==> config.mk <==
export PLATFORM = sky130hd
export DESIGN_NAME = tmh_timer
export DESIGN_NICKNAME = d
export VERILOG_FILES = /design/src/core/tmh_pkg.sv /design/src/core/tmh_prescaler.sv /design/src/core/tmh_timer.sv
export VERILOG_INCLUDE_DIRS = /design/src /design/src/core
export SDC_FILE = /design/constraint.sdc
export NUM_CORES = 1
export LEC_CHECK = 0
export BUFFER_PORTS_ARGS = -buffer_cell sky130_fd_sc_hd__buf_2
export CORE_ASPECT_RATIO = 1.25
export CORE_MARGIN = 3
export CORE_UTILIZATION = 45
export CTS_CLUSTER_SIZE = 28
export DETAILED_ROUTE_END_ITERATION = 10
export GPL_ROUTABILITY_DRIVEN = 0
export PLACE_DENSITY = 0.66
export SYNTH_ARGS = -nofsm -noshare
export SYNTH_HDL_FRONTEND = slang
export SYNTH_SLANG_ARGS = --single-unit
==> constraint.sdc <==
create_clock -name CLK -period 1.9 [get_ports CLK]
set_input_delay 0.19 -clock CLK [delete_from_list [all_inputs] [get_ports CLK]]
set_output_delay 0.19 -clock CLK [all_outputs]
set_load 0.05 [all_outputs]
==> src/core/tmh_params.svh <==
`ifndef TMH_PARAMS_SVH
`define TMH_PARAMS_SVH

// ==========================================
// register addresses
`define TMH_ADDR_MODE       16'hff70
`define TMH_ADDR_CYCLE      16'hff71
`define TMH_ADDR_DUTY       16'hff72
`define TMH_ADDR_PORT_DIR   16'hff73
`define TMH_ADDR_PORT_LATCH 16'hff74

// ==========================================
// mode register fields
`define TMH_RUN_BIT       7
`define TMH_CKS_HI        6
`define TMH_CKS_LO        4
`define TMH_MD_HI         3
`define TMH_MD_LO         2
`define TMH_IDLE_BIT      1
`define TMH_OEN_BIT       0

// ==========================================
// field codes
`define TMH_MD_INTERVAL   2'h0
`define TMH_MD_PWM        2'h2
`define TMH_CKS_DIV1      3'h0
`define TMH_CKS_DIV4      3'h1
`define TMH_CKS_DIV16     3'h2
`define TMH_CKS_DIV64     3'h3
`define TMH_CKS_DIV4096   3'h4
`define TMH_CKS_LSO128    3'h5

// ==========================================
// divider widths in bits (divide by 2**n)
`define TMH_SHIFT_DIV4    4'h2
`define TMH_SHIFT_DIV16   4'h4
`define TMH_SHIFT_DIV64   4'h6
`define TMH_SHIFT_DIV4096 4'hc
`define TMH_SHIFT_LSO128  4'h7

// ==========================================
// reset values
`define TMH_RST_MODE      8'h00
`define TMH_RST_CYCLE     8'h00
`define TMH_RST_DUTY      8'h00
`define TMH_RST_PORT_DIR  8'hff
`define TMH_RST_LATCH     8'h00

`endif

==> src/core/tmh_pkg.sv <==
package tmh_pkg;
  typedef logic [7:0] tmh_byte_t;
  typedef enum logic {TMH_TGT_CYCLE, TMH_TGT_DUTY} tmh_target_t;
endpackage

==> src/core/tmh_prescaler.sv <==
`timescale 1ns/100ps
`include "tmh_params.svh"

module tmh_prescaler
  import tmh_pkg::*;
(
  input  wire logic       clk,
  input  wire logic       nrst,
  input  wire logic       ce,
  input  wire logic       run,
  input  wire logic [2:0] sel,
  input  wire logic       lso_clk,
  output logic            tick
);

  // ==========================================
  // low-speed oscillator synchroniser
  logic        lso_meta;
  logic        lso_sync;
  logic        lso_prev;
  logic        lso_rise;
  logic [11:0] div_cnt;
  logic [11:0] next_div_cnt;
  logic [11:0] lso_cnt;
  logic [11:0] next_lso_cnt;
  logic        next_tick;

  // true when the low n bits of v are all ones
  function automatic logic low_ones(input logic [11:0] v, input logic [3:0] n);
    logic [11:0] m;
    m = ~(12'hfff << n);
    low_ones = ((v & m) == m);
  endfunction

  assign lso_rise = lso_sync & ~lso_prev;

  // ==========================================
  // dividers
  always_comb
  begin
    next_div_cnt = div_cnt;
    next_lso_cnt = lso_cnt;
    next_tick    = 1'b0;
    if (!run)
    begin
      // dividers restart with the timer so the first period is whole
      next_div_cnt = 12'h000;
      next_lso_cnt = 12'h000;
    end
    else
    begin
      next_div_cnt = div_cnt + 12'h001;
      if (lso_rise)
        next_lso_cnt = lso_cnt + 12'h001;
      case (sel)
        `TMH_CKS_DIV1:    next_tick = 1'b1;
        `TMH_CKS_DIV4:    next_tick = low_ones(div_cnt, `TMH_SHIFT_DIV4);
        `TMH_CKS_DIV16:   next_tick = low_ones(div_cnt, `TMH_SHIFT_DIV16);
        `TMH_CKS_DIV64:   next_tick = low_ones(div_cnt, `TMH_SHIFT_DIV64);
        `TMH_CKS_DIV4096: next_tick = low_ones(div_cnt, `TMH_SHIFT_DIV4096);
        `TMH_CKS_LSO128:  next_tick = lso_rise && low_ones(lso_cnt, `TMH_SHIFT_LSO128);
        default:          next_tick = 1'b0;
      endcase
    end
  end

  always_ff @(posedge clk)
  begin
    if (!nrst)
    begin
      lso_meta <= 1'b0;
      lso_sync <= 1'b0;
      lso_prev <= 1'b0;
      div_cnt  <= 12'h000;
      lso_cnt  <= 12'h000;
      tick     <= 1'b0;
    end
    else if (ce)
    begin
      lso_meta <= lso_clk;
      lso_sync <= lso_meta;
      lso_prev <= lso_sync;
      div_cnt  <= next_div_cnt;
      lso_cnt  <= next_lso_cnt;
      tick     <= next_tick;
    end
  end

endmodule

==> src/core/tmh_timer.sv <==
`timescale 1ns/100ps
`include "tmh_params.svh"

// Behaviour
// reset clears cycle and duty compare to zero; both are byte read/write.
// software leaves cycle compare alone while the counter runs.
// duty writes while running take effect at the next old-value match.
// a duty write coinciding with a match waits for the following match.
// in pulse-width mode software rewrites duty compare on every restart.
// run bit 7; clearing stops and zeroes counter, setting starts counting.
// clock select: fxp /1, /4, /16, /64, /4096, or low-speed osc /128.
// mode 00 is interval, 10 is pulse-width; other codes not programmed.
// idle output level bit sets the inactive output level, 0 low, 1 high.
// interval mode with output enable drives a 50 percent square wave.
// software changes no other mode bit while the run bit is set.
// interval match with cycle compare raises interrupt and clears counter.
// interval mode ignores duty compare completely.
// counting begins within one count clock after run is set.
// each interval match also inverts the output level.
// stopping forces interrupt and output inactive, else levels stay.
// software clears pin direction and latch to route the timer output.
// port direction bit 0 output, 1 input; resets to all ones.
// pwm cycle match clears counter, interrupts, output active, targets duty.
// pwm duty match makes output inactive, targets cycle, no clear or interrupt.
// software leaves three count clocks between duty write and next match.
// eight-bit counter increments per count clock, held while stopped.
// duty writes wait in a pending buffer until the transfer point.

module tmh_timer
  import tmh_pkg::*;
(
  input  wire logic        CLK,
  input  wire logic        NRST,
  input  wire logic        CE,
  input  wire logic [15:0] ADDR,
  input  wire logic [7:0]  WDATA,
  input  wire logic        WR,
  input  wire logic        RD,
  output logic      [7:0]  RDATA,
  input  wire logic        LSO_CLK,
  output logic             MATCH_INT,
  output logic             TIMER_OUT,
  output logic      [7:0]  PORT2_DIR,
  output logic             PIN0_OUT,
  output logic             PIN0_OE
);

  // ==========================================
  // declarations
  tmh_byte_t   mode;
  tmh_byte_t   next_mode;
  tmh_byte_t   cycle_compare;
  tmh_byte_t   next_cycle_compare;
  tmh_byte_t   duty_compare;
  tmh_byte_t   next_duty_compare;
  tmh_byte_t   port_dir;
  tmh_byte_t   next_port_dir;
  tmh_byte_t   port_latch;
  tmh_byte_t   next_port_latch;
  tmh_byte_t   next_rdata;
  tmh_byte_t   cnt;
  tmh_byte_t   next_cnt;
  tmh_byte_t   duty_act;
  tmh_byte_t   next_duty_act;
  tmh_target_t target;
  tmh_target_t next_target;
  logic        pend;
  logic        next_pend;
  logic        act;
  logic        next_act;
  logic        skip;
  logic        next_skip;
  logic        next_int;
  logic        next_tout;
  logic        next_pin_out;
  logic        next_pin_oe;
  logic        tick;
  logic        run;
  logic        pwm;
  logic        idle;
  logic        oen;
  logic        wr_mode;
  logic        wr_cycle;
  logic        wr_duty;
  logic        wr_dir;
  logic        wr_latch;
  logic        cyc_hit;
  logic        duty_hit;

  // ==========================================
  // helpers
  // full address decode: a partial one would alias the port registers
  function automatic logic wr_to(input logic w, input logic [15:0] a, input logic [15:0] r);
    wr_to = w && (a == r);
  endfunction

  // a compare counts only on a live count tick, never on the masked first one
  function automatic logic live_match(input logic t, input logic s, input tmh_byte_t c, input tmh_byte_t v);
    live_match = t && !s && (c == v);
  endfunction

  assign run      = mode[`TMH_RUN_BIT];
  assign pwm      = (mode[`TMH_MD_HI:`TMH_MD_LO] == `TMH_MD_PWM);
  assign idle     = mode[`TMH_IDLE_BIT];
  assign oen      = mode[`TMH_OEN_BIT];
  assign wr_mode  = wr_to(WR, ADDR, `TMH_ADDR_MODE);
  assign wr_cycle = wr_to(WR, ADDR, `TMH_ADDR_CYCLE);
  assign wr_duty  = wr_to(WR, ADDR, `TMH_ADDR_DUTY);
  assign wr_dir   = wr_to(WR, ADDR, `TMH_ADDR_PORT_DIR);
  assign wr_latch = wr_to(WR, ADDR, `TMH_ADDR_PORT_LATCH);

  // compare only against the current target; duty is never a target in interval mode
  assign cyc_hit  = live_match(tick, skip, cnt, cycle_compare) && (!pwm || target == TMH_TGT_CYCLE);
  assign duty_hit = live_match(tick, skip, cnt, duty_act) && pwm && target == TMH_TGT_DUTY;

  // ==========================================
  // count clock
  tmh_prescaler u_prescaler
  (
    .clk     (CLK),
    .nrst    (NRST),
    .ce      (CE),
    .run     (run),
    .sel     (mode[`TMH_CKS_HI:`TMH_CKS_LO]),
    .lso_clk (LSO_CLK),
    .tick    (tick)
  );

  // ==========================================
  // register file
  always_comb
  begin
    next_mode          = mode;
    next_cycle_compare = cycle_compare;
    next_duty_compare  = duty_compare;
    next_port_dir      = port_dir;
    next_port_latch    = port_latch;
    next_rdata         = RDATA;
    if (wr_mode)
      next_mode = WDATA;
    if (wr_cycle)
      next_cycle_compare = WDATA;
    if (wr_duty)
      next_duty_compare = WDATA;
    if (wr_dir)
      next_port_dir = WDATA;
    if (wr_latch)
      next_port_latch = WDATA;
    if (RD)
    begin
      case (ADDR)
        `TMH_ADDR_MODE:       next_rdata = mode;
        `TMH_ADDR_CYCLE:      next_rdata = cycle_compare;
        `TMH_ADDR_DUTY:       next_rdata = duty_compare;
        `TMH_ADDR_PORT_DIR:   next_rdata = port_dir;
        `TMH_ADDR_PORT_LATCH: next_rdata = port_latch;
        default:              next_rdata = 8'h00;
      endcase
    end
  end

  always_ff @(posedge CLK)
  begin
    if (!NRST)
    begin
      mode          <= `TMH_RST_MODE;
      cycle_compare <= `TMH_RST_CYCLE;
      duty_compare  <= `TMH_RST_DUTY;
      port_dir      <= `TMH_RST_PORT_DIR;
      port_latch    <= `TMH_RST_LATCH;
      RDATA         <= 8'h00;
    end
    else if (CE)
    begin
      mode          <= next_mode;
      cycle_compare <= next_cycle_compare;
      duty_compare  <= next_duty_compare;
      port_dir      <= next_port_dir;
      port_latch    <= next_port_latch;
      RDATA         <= next_rdata;
    end
  end

  // ==========================================
  // counter and compare sequencing
  always_comb
  begin
    next_cnt      = cnt;
    next_target   = target;
    next_act      = act;
    next_skip     = skip;
    next_pend     = pend;
    next_duty_act = duty_act;
    next_int      = 1'b0;
    // duty write: buffer it; set wins over the duty-match transfer, not the interval or stop ones
    if (wr_duty)
      next_pend = 1'b1;
    // interval mode never compares duty, so take it at once;
    // kept apart from the tick branch so a write never costs a count
    if (run && !pwm && wr_duty)
    begin
      next_duty_act = WDATA;
      next_pend     = 1'b0;
    end
    if (!run)
    begin
      // stop: counter zero, output and interrupt back to inactive
      next_cnt    = 8'h00;
      next_act    = 1'b0;
      next_target = TMH_TGT_CYCLE;
      next_skip   = 1'b1;
      if (wr_duty)
      begin
        next_duty_act = WDATA;
        next_pend     = 1'b0;
      end
    end
    else if (tick)
    begin
      if (skip)
        next_skip = 1'b0;
      else if (cyc_hit)
      begin
        next_cnt = 8'h00;
        next_int = 1'b1;
        if (pwm)
        begin
          next_act    = 1'b1;
          next_target = TMH_TGT_DUTY;
        end
        else
          next_act = ~act;
      end
      else if (duty_hit)
      begin
        next_cnt    = cnt + 8'h01;
        next_act    = 1'b0;
        next_target = TMH_TGT_CYCLE;
        if (pend && !wr_duty)
        begin
          next_duty_act = duty_compare;
          next_pend     = 1'b0;
        end
        // a write in this very cycle keeps pend set for the following match
      end
      else
        next_cnt = cnt + 8'h01;
    end
  end

  always_ff @(posedge CLK)
  begin
    if (!NRST)
    begin
      cnt      <= 8'h00;
      target   <= TMH_TGT_CYCLE;
      act      <= 1'b0;
      skip     <= 1'b1;
      pend     <= 1'b0;
      duty_act <= `TMH_RST_DUTY;
      MATCH_INT <= 1'b0;
    end
    else if (CE)
    begin
      cnt       <= next_cnt;
      target    <= next_target;
      act       <= next_act;
      skip      <= next_skip;
      pend      <= next_pend;
      duty_act  <= next_duty_act;
      MATCH_INT <= next_int;
    end
  end

  // ==========================================
  // output pin
  always_comb
  begin
    // disabled output rests at the idle level; active level is its inverse
    next_tout    = oen ? (idle ^ next_act) : idle;
    // latch must read zero for the timer level to reach the pin
    next_pin_out = port_latch[0] | next_tout;
    next_pin_oe  = ~next_port_dir[0];
  end

  always_ff @(posedge CLK)
  begin
    if (!NRST)
    begin
      TIMER_OUT <= 1'b0;
      PIN0_OUT  <= 1'b0;
      PIN0_OE   <= 1'b0;
      PORT2_DIR <= `TMH_RST_PORT_DIR;
    end
    else if (CE)
    begin
      TIMER_OUT <= next_tout;
      PIN0_OUT  <= next_pin_out;
      PIN0_OE   <= next_pin_oe;
      PORT2_DIR <= next_port_dir;
    end
  end

endmodule

==> Yosys cells after proc, flatten, opt, wreduce, memory -nomap -nowiden <==
Cells that the tools add are included.
{ "classes": {"n_addsub": 3, "eq_ne": 23, "mux": 47, "n_bitwise": 7, "reduce_logical": 30} }
{ "op_table": {"columns": ["op", "count"], "rows": [
  ["$mux 8", 13],
  ["$eq 16x16->1 const B", 5],
  ["$pmux 8 s5", 1],
  ["$mux 12", 3],
  ["$mux 1", 29],
  ["$add 12x1->12 const B", 2],
  ["$eq 8x8->1", 2],
  ["$reduce_and 2->1", 8],
  ["$logic_and 1x1->1", 15],
  ["$eq 12x12->1 const B", 1],
  ["$add 8x1->8 const B", 1],
  ["$eq 7x7->1 const B", 1],
  ["$eq 3x2->1 const B", 2],
  ["$eq 3x3->1 const B", 2],
  ["$eq 6x6->1 const B", 1],
  ["$pmux 1 s6", 1],
  ["$reduce_and 5->1", 1],
  ["$eq 2x2->1 const B", 2],
  ["$eq 4x4->1 const B", 1],
  ["$ne 2x1->1 const B", 2],
  ["$not 1->1", 4],
  ["$eq 3x1->1 const B", 1],
  ["$logic_not 1->1", 3],
  ["$logic_not 3->1", 1],
  ["8 further kinds", 8]
]} }
{ "word_totals": {"reg_bits": 100, "input_bits": 30, "output_inout_bits": 20} }

==> Logic depth before layout (Yosys ltp) <==
{ "logic_depth": {"word_depth": 13, "ltp_mapped": 8, "mapped_depth_nobuf": 7} }

==> Cells and area by module <==
A second synthesis with hierarchy kept.
{ "hier_totals": {"hier_cells": 544, "area_unflattened_um2": 4788.3} }
{ "modules_own_cells": {"columns": ["mod", "instances", "cells_per_inst", "area_per_inst_um2"], "rows": [
  ["tmh_timer", 1, 416, 3669.8],
  ["tmh_prescaler", 1, 128, 1118.6]
]} }

==> Worst setup path after synthesis <==
No wires, ideal clock.
{ "synth_path": {"path_type": "in2reg", "from": "in ADDR[1]", "to": "reg (tool-made name)", "setup_time_ps": 125, "arrival_ps": 1655, "t_required_ps": 1775, "setup_slack_ps": 119, "cell_stages": 8, "n_path_buf": 2, "cell_sequence": "buf_4 > or4b_4 > nor4_4 > a21boi_1 > and3_1 > buf_6 > a2bb2oi_1 > o22ai_1"} }
{ "synth_rtl": {"columns": ["element", "line_no", "source"], "rows": [
  ["start: declaration", "tmh_timer.sv:35", "input wire logic [15:0] ADDR,"]
]} }

==> Final worst setup path <==
{ "layout_path": {"from": "reg cnt[5]", "to": "reg PIN0_OUT"} }
{ "layout_via": {"elab_chain_len": 12} }
{ "layout_lines": {"columns": ["element", "line_no", "source"], "rows": [
  ["start: declaration", "tmh_timer.sv:61", "tmh_byte_t cnt;"],
  ["start signal: assignment", "tmh_timer.sv:265", "cnt <= next_cnt;"],
  ["$eq 8x8->1", "tmh_timer.sv:99", "live_match = t && !s && (c == v);"],
  ["$logic_and 1x1->1", "tmh_timer.sv:99", null],
  ["$logic_and 1x1->1 (2 in series)", "tmh_timer.sv:114", "assign duty_hit = live_match(tick, skip, cnt, duty_act) && pwm && target == TMH_TGT_DUTY;"],
  ["$mux 1", "tmh_timer.sv:234", "else if (duty_hit)"],
  ["$mux 1 *", "tmh_timer.sv:222", "else if (cyc_hit)"],
  ["$mux 1 *", "tmh_timer.sv:220", "if (skip)"],
  ["$mux 1 *", "tmh_timer.sv:218", "else if (tick)"],
  ["$mux 1 *", "tmh_timer.sv:205", "if (!run)"],
  ["$xor 1x1->1 *", "tmh_timer.sv:280", "next_tout = oen ? (idle ^ next_act) : idle;"],
  ["$mux 1 *", "tmh_timer.sv:280", null],
  ["$or 1x1->1 *", "tmh_timer.sv:282", "next_pin_out = port_latch[0] | next_tout;"],
  ["end signal: assignment", "tmh_timer.sv:298", "PIN0_OUT <= next_pin_out;"],
  ["end: declaration", "tmh_timer.sv:44", "output logic PIN0_OUT,"]
]} }
Mark *: on every way between the ends. The rest lies on a longest branch, timed or not.
A chain may end at the register's enable or synchronous reset.

==> metrics.md <==
| Metric | Value |
|---|---|
| Share of the synthesized area in the top cell type | `about 42%` |
| Non-Filler Cell Area, Final | `5550 um^2` |
| Kind of cell with the highest combined delay on the critical path | `compound AO/OA/AOI/OAI gates` |
| Hold Crit Depth | `2` |
| Dominant cells by area after synthesis | `sky130_fd_sc_hd__dfxtp_1 (42%), sky130_fd_sc_hd__mux2i_1 (11%), sky130_fd_sc_hd__nor2_1 (5.5%)` |
| CTS clk-pin slew, worst paths | `70 ps` |
| Total core area | `~9800 um^2` |
| Root buffer cell | `sky130_fd_sc_hd__clkbuf_16` |
| Share of the core filled with cells in the final layout | `roughly 57%` |
| Number of cells on the critical path | `7` |
| Antenna violation net count after detailed routing | `0` |
| Synth Register Bits | `between 90 and 100` |
| Post-cts hold buffer count | `0` |
| Largest net degree at the start of global routing | `46` |
| Total GRT Usage | `between 20% and 30%` |
| Hold Crit Class | `in -> reg` |
| Final period util | `a little over nine tenths` |
| Overall via count from detail_route | `4,048` |
| Clock latency on the worst-skew pair | `around 340 ps` |
| Number of antenna violations at the first check in global routing | `0` |
| Synthesis-to-layout area growth | `21.2%` |
| Average cell area after synthesis | `about 8.9 um^2` |
| CTS Buf Count | `9` |
| Maximum buffer depth of the clock tree | `2` |
| Worst-case reg-to-reg path depth | `7` |
| Cell types with the highest counts after synthesis | `sky130_fd_sc_hd__dfxtp_1 (95), sky130_fd_sc_hd__nor2_1 (67), sky130_fd_sc_hd__mux2i_1 (52)` |
| Critical-path top delay cell | `sky130_fd_sc_hd__dfxtp_1` |
| Netlist area before placement | `4580 um^2` |
| Synthesized instance count | `slightly above 500` |
| 1st-pass router iterations | `4` |
| Number of hold violations in the final report | `0` |
| Placed cell area | `approximately 5200 um^2` |
| Via density | `about 5.6` |
| Area of the die | `~11,000 um^2` |
| Io pins | `50` |
| Crit path from | `cnt[5]$_SDFFE_PN0P_` |
| Total power per unit cell area | `762 nW/um^2` |
| Number of pins with negative max-slew slack in the final report | `0` |
| Number of max-cap violations | `0` |
| Fmax | `between 0.5 and 0.6 GHz` |
| Buffering stage count on the worst path with inverters included | `1` |
| Drt drc | `0` |
| Horizontal die dimension | `roughly 96 um` |
| Worst path arrival time | `about 2000 ps` |
| Number of nets at the end of the flow | `627` |
| Average wire per cell in the routed design | `roughly 17 um` |
| Number of warning messages in the yosys log | `0` |
| Post CTS Setup Buffer Count | `0` |
| Die span in y | `between 100 and 150 um` |
| Async set-reset flop share out of synthesis | `0%` |
| Category of the worst setup path capture point | `flip-flop` |
| R2r setup slk | `90 ps` |
| Most frequent cell on the critical path | `sky130_fd_sc_hd__a31oi_1` |
| Worst Path Class, Setup | `reg -> reg` |
| Clock Sinks | `95` |
| Final worst clock skew | `about 4.8 ps` |
| Most instantiated flip-flop cell in the synthesis netlist | `sky130_fd_sc_hd__dfxtp_1` |
| Total leakage power | `between 2 and 2.5 nW` |
| Worst-Margin Slew | `around 820 ps` |
| Source of the worst hold timing path | `NRST` |
| Count of input and output buffers | `between 40 and 50` |
| Setup Total Neg Slack | `0 ps` |
| Share of layout cells above drive strength 1 | `roughly 21%` |
| Reg2Reg Launch Point | `cnt[5]$_SDFFE_PN0P_` |
| First-pass GRT wire length | `a little over 20 mm` |
| Number of core rows | `40` |
| Sequential element share of the synthesized area | `about two fifths` |
| Most instantiated library cell after synthesis | `sky130_fd_sc_hd__dfxtp_1` |
| Worst vdd ir | `0.460 mV` |
| Kind of start point of the critical path | `flip-flop` |
| Post-layout minimum cycle time | `between 1500 and 2000 ps` |
| Remaining max-slew budget at the tightest pin | `a little under half` |
| Final Worst Setup Slack | `91.7 ps` |
| Number of enable-type register cells in the synthesized netlist | `0` |
| Required arrival time at the worst endpoint | `2130 ps` |
| Worst path max stage delay | `350 ps` |
| Detailed router's first-iteration violation count | `roughly 250` |
| Result of the run | `completed` |
| Dominant cell type by area after synthesis | `sky130_fd_sc_hd__dfxtp_1` |
| H-tree Lvls | `3` |
| Post-layout instance count excluding filler cells | `between 700 and 800` |
| Place WS | `-126 ps` |
| Starting density of the core | `between 40% and 50%` |
| Count of placed standard cells including taps | `between 700 and 800` |
| Dpl hpwl | `a little over 9 mm` |
| Worst-path maximum fanout | `3` |
| Antenna cell count | `0` |
| CTS tree | `done` |
| Cell chain of the critical path | `xor2_1 -> nor4_2 -> buf_4 -> a31oi_1 -> a211o_1 -> xor2_2 -> a31oi_1` |
| Vias in the first global route | `between 3,000 and 4,000` |
| DRT Wirelength | `~13 mm` |
| Residual overflow from global routing | `0` |
| Number of nets produced by synthesis | `550` |
| Number of library cell types mapped by synthesis | `56` |
| Final setup viols | `0` |
[per-layer routing]
metal | GRT usage (%) | vias up | part of all wire [%]
met2 | 39.0 | 110 | 51
met5 | 0 | - | 0
li1 | - | 1991 | -
met4 | 10.9 | 0 | 2.0
met3 | 4.07 | 18 | 5.2
met1 | 27.4 | 1929 | 42
[timing repair]
action,4_1_cts,5_1_grt
pin swaps,0,1
endpoints found under the setup margin,2,20
resized for setup,1,6
[cell type report]
| cell class | count | area (um^2) |
|---|---|---|
| Tap cell | 126 | 158 |
| Timing Repair Buffer | 93 | 588 |
| Clock buffer | 10 | 229 |
| Fill cell | 906 | 4210 |
| Multi-Input combinational cell | 385 | 2540 |
| Clock inverter | 6 | 93.8 |
| Inverter | 10 | 37.5 |
| Sequential cell | 95 | 1900 |
[cell families after synthesis]
family / after synthesis / synth area share, %
AND/OR/NAND/NOR: 182 / 20.1
adder cells (fa/ha/maj): 3 / 0.820
buffers and inverters: 37 / 3.47
multiplexers: 52 / 11.4
XOR/XNOR: 35 / 6.69
AO/OA/AOI/OAI: 113 / 16.0
flip-flops: 95 / 41.5
[worst paths after layout]
| check | end |
|---|---|
| max | PIN0_OUT$_SDFFE_PN0P_ |
| min | PORT2_DIR[0]$_SDFFE_PN1P_ |
| min reg2reg | duty_compare[0]$_SDFFE_PN0P_ |
| max reg2reg | PIN0_OUT$_SDFFE_PN0P_ |
[through the flow]
stage	hold slack [ps]	power (W)
final	84.1	0.00423
after global routing	94.9	0.00436
after CTS	74.2	0.00426
after detailed placement	436	0.00231
after floorplan	315	0.00220
after global placement	437	0.00230
[registers in the layout, summed over array words and instances, names as in the netlist, 7 cells and up, named ones only]
name,cells
u_prescaler.lso_cnt,7
cycle_compare,8
u_prescaler.div_cnt,12
duty_compare,8
RDATA,8
PORT2_DIR,8
port_latch,8
mode,8
cnt,8
[layout by cell type (no fill, tap or decap), types with 4 or more instances in the layout]
cell type,Yosys,final
sky130_fd_sc_hd__a21boi_0,8,8
sky130_fd_sc_hd__a21oi_1,28,28
sky130_fd_sc_hd__a221oi_1,9,9
sky130_fd_sc_hd__a2bb2oi_1,8,8
sky130_fd_sc_hd__and3_1,4,4
sky130_fd_sc_hd__buf_2,4,49
sky130_fd_sc_hd__buf_4,2,43
sky130_fd_sc_hd__clkbuf_16,0,9
sky130_fd_sc_hd__dfxtp_1,95,93
sky130_fd_sc_hd__inv_1,8,8
sky130_fd_sc_hd__mux2i_1,52,52
sky130_fd_sc_hd__nand2_1,51,51
sky130_fd_sc_hd__nand2b_1,5,5
sky130_fd_sc_hd__nand3_1,10,10
sky130_fd_sc_hd__nand4_1,12,12
sky130_fd_sc_hd__nor2_1,67,67
sky130_fd_sc_hd__nor3_1,5,4
sky130_fd_sc_hd__o21ai_0,25,25
sky130_fd_sc_hd__o22ai_1,9,9
sky130_fd_sc_hd__o2bb2ai_1,8,8
sky130_fd_sc_hd__or3_1,4,4
sky130_fd_sc_hd__xnor2_1,14,14
sky130_fd_sc_hd__xor2_1,21,20
[power by group]
part           leakage, nW  internal, W  switching (W)
clock                0.153      0.00116       0.000801
sequential           0.768      0.00201     0.00000875
combinational         1.37    0.0000796       0.000170
total                 2.29      0.00325       0.000979
Note: power is estimated with default switching activity, not from simulation.
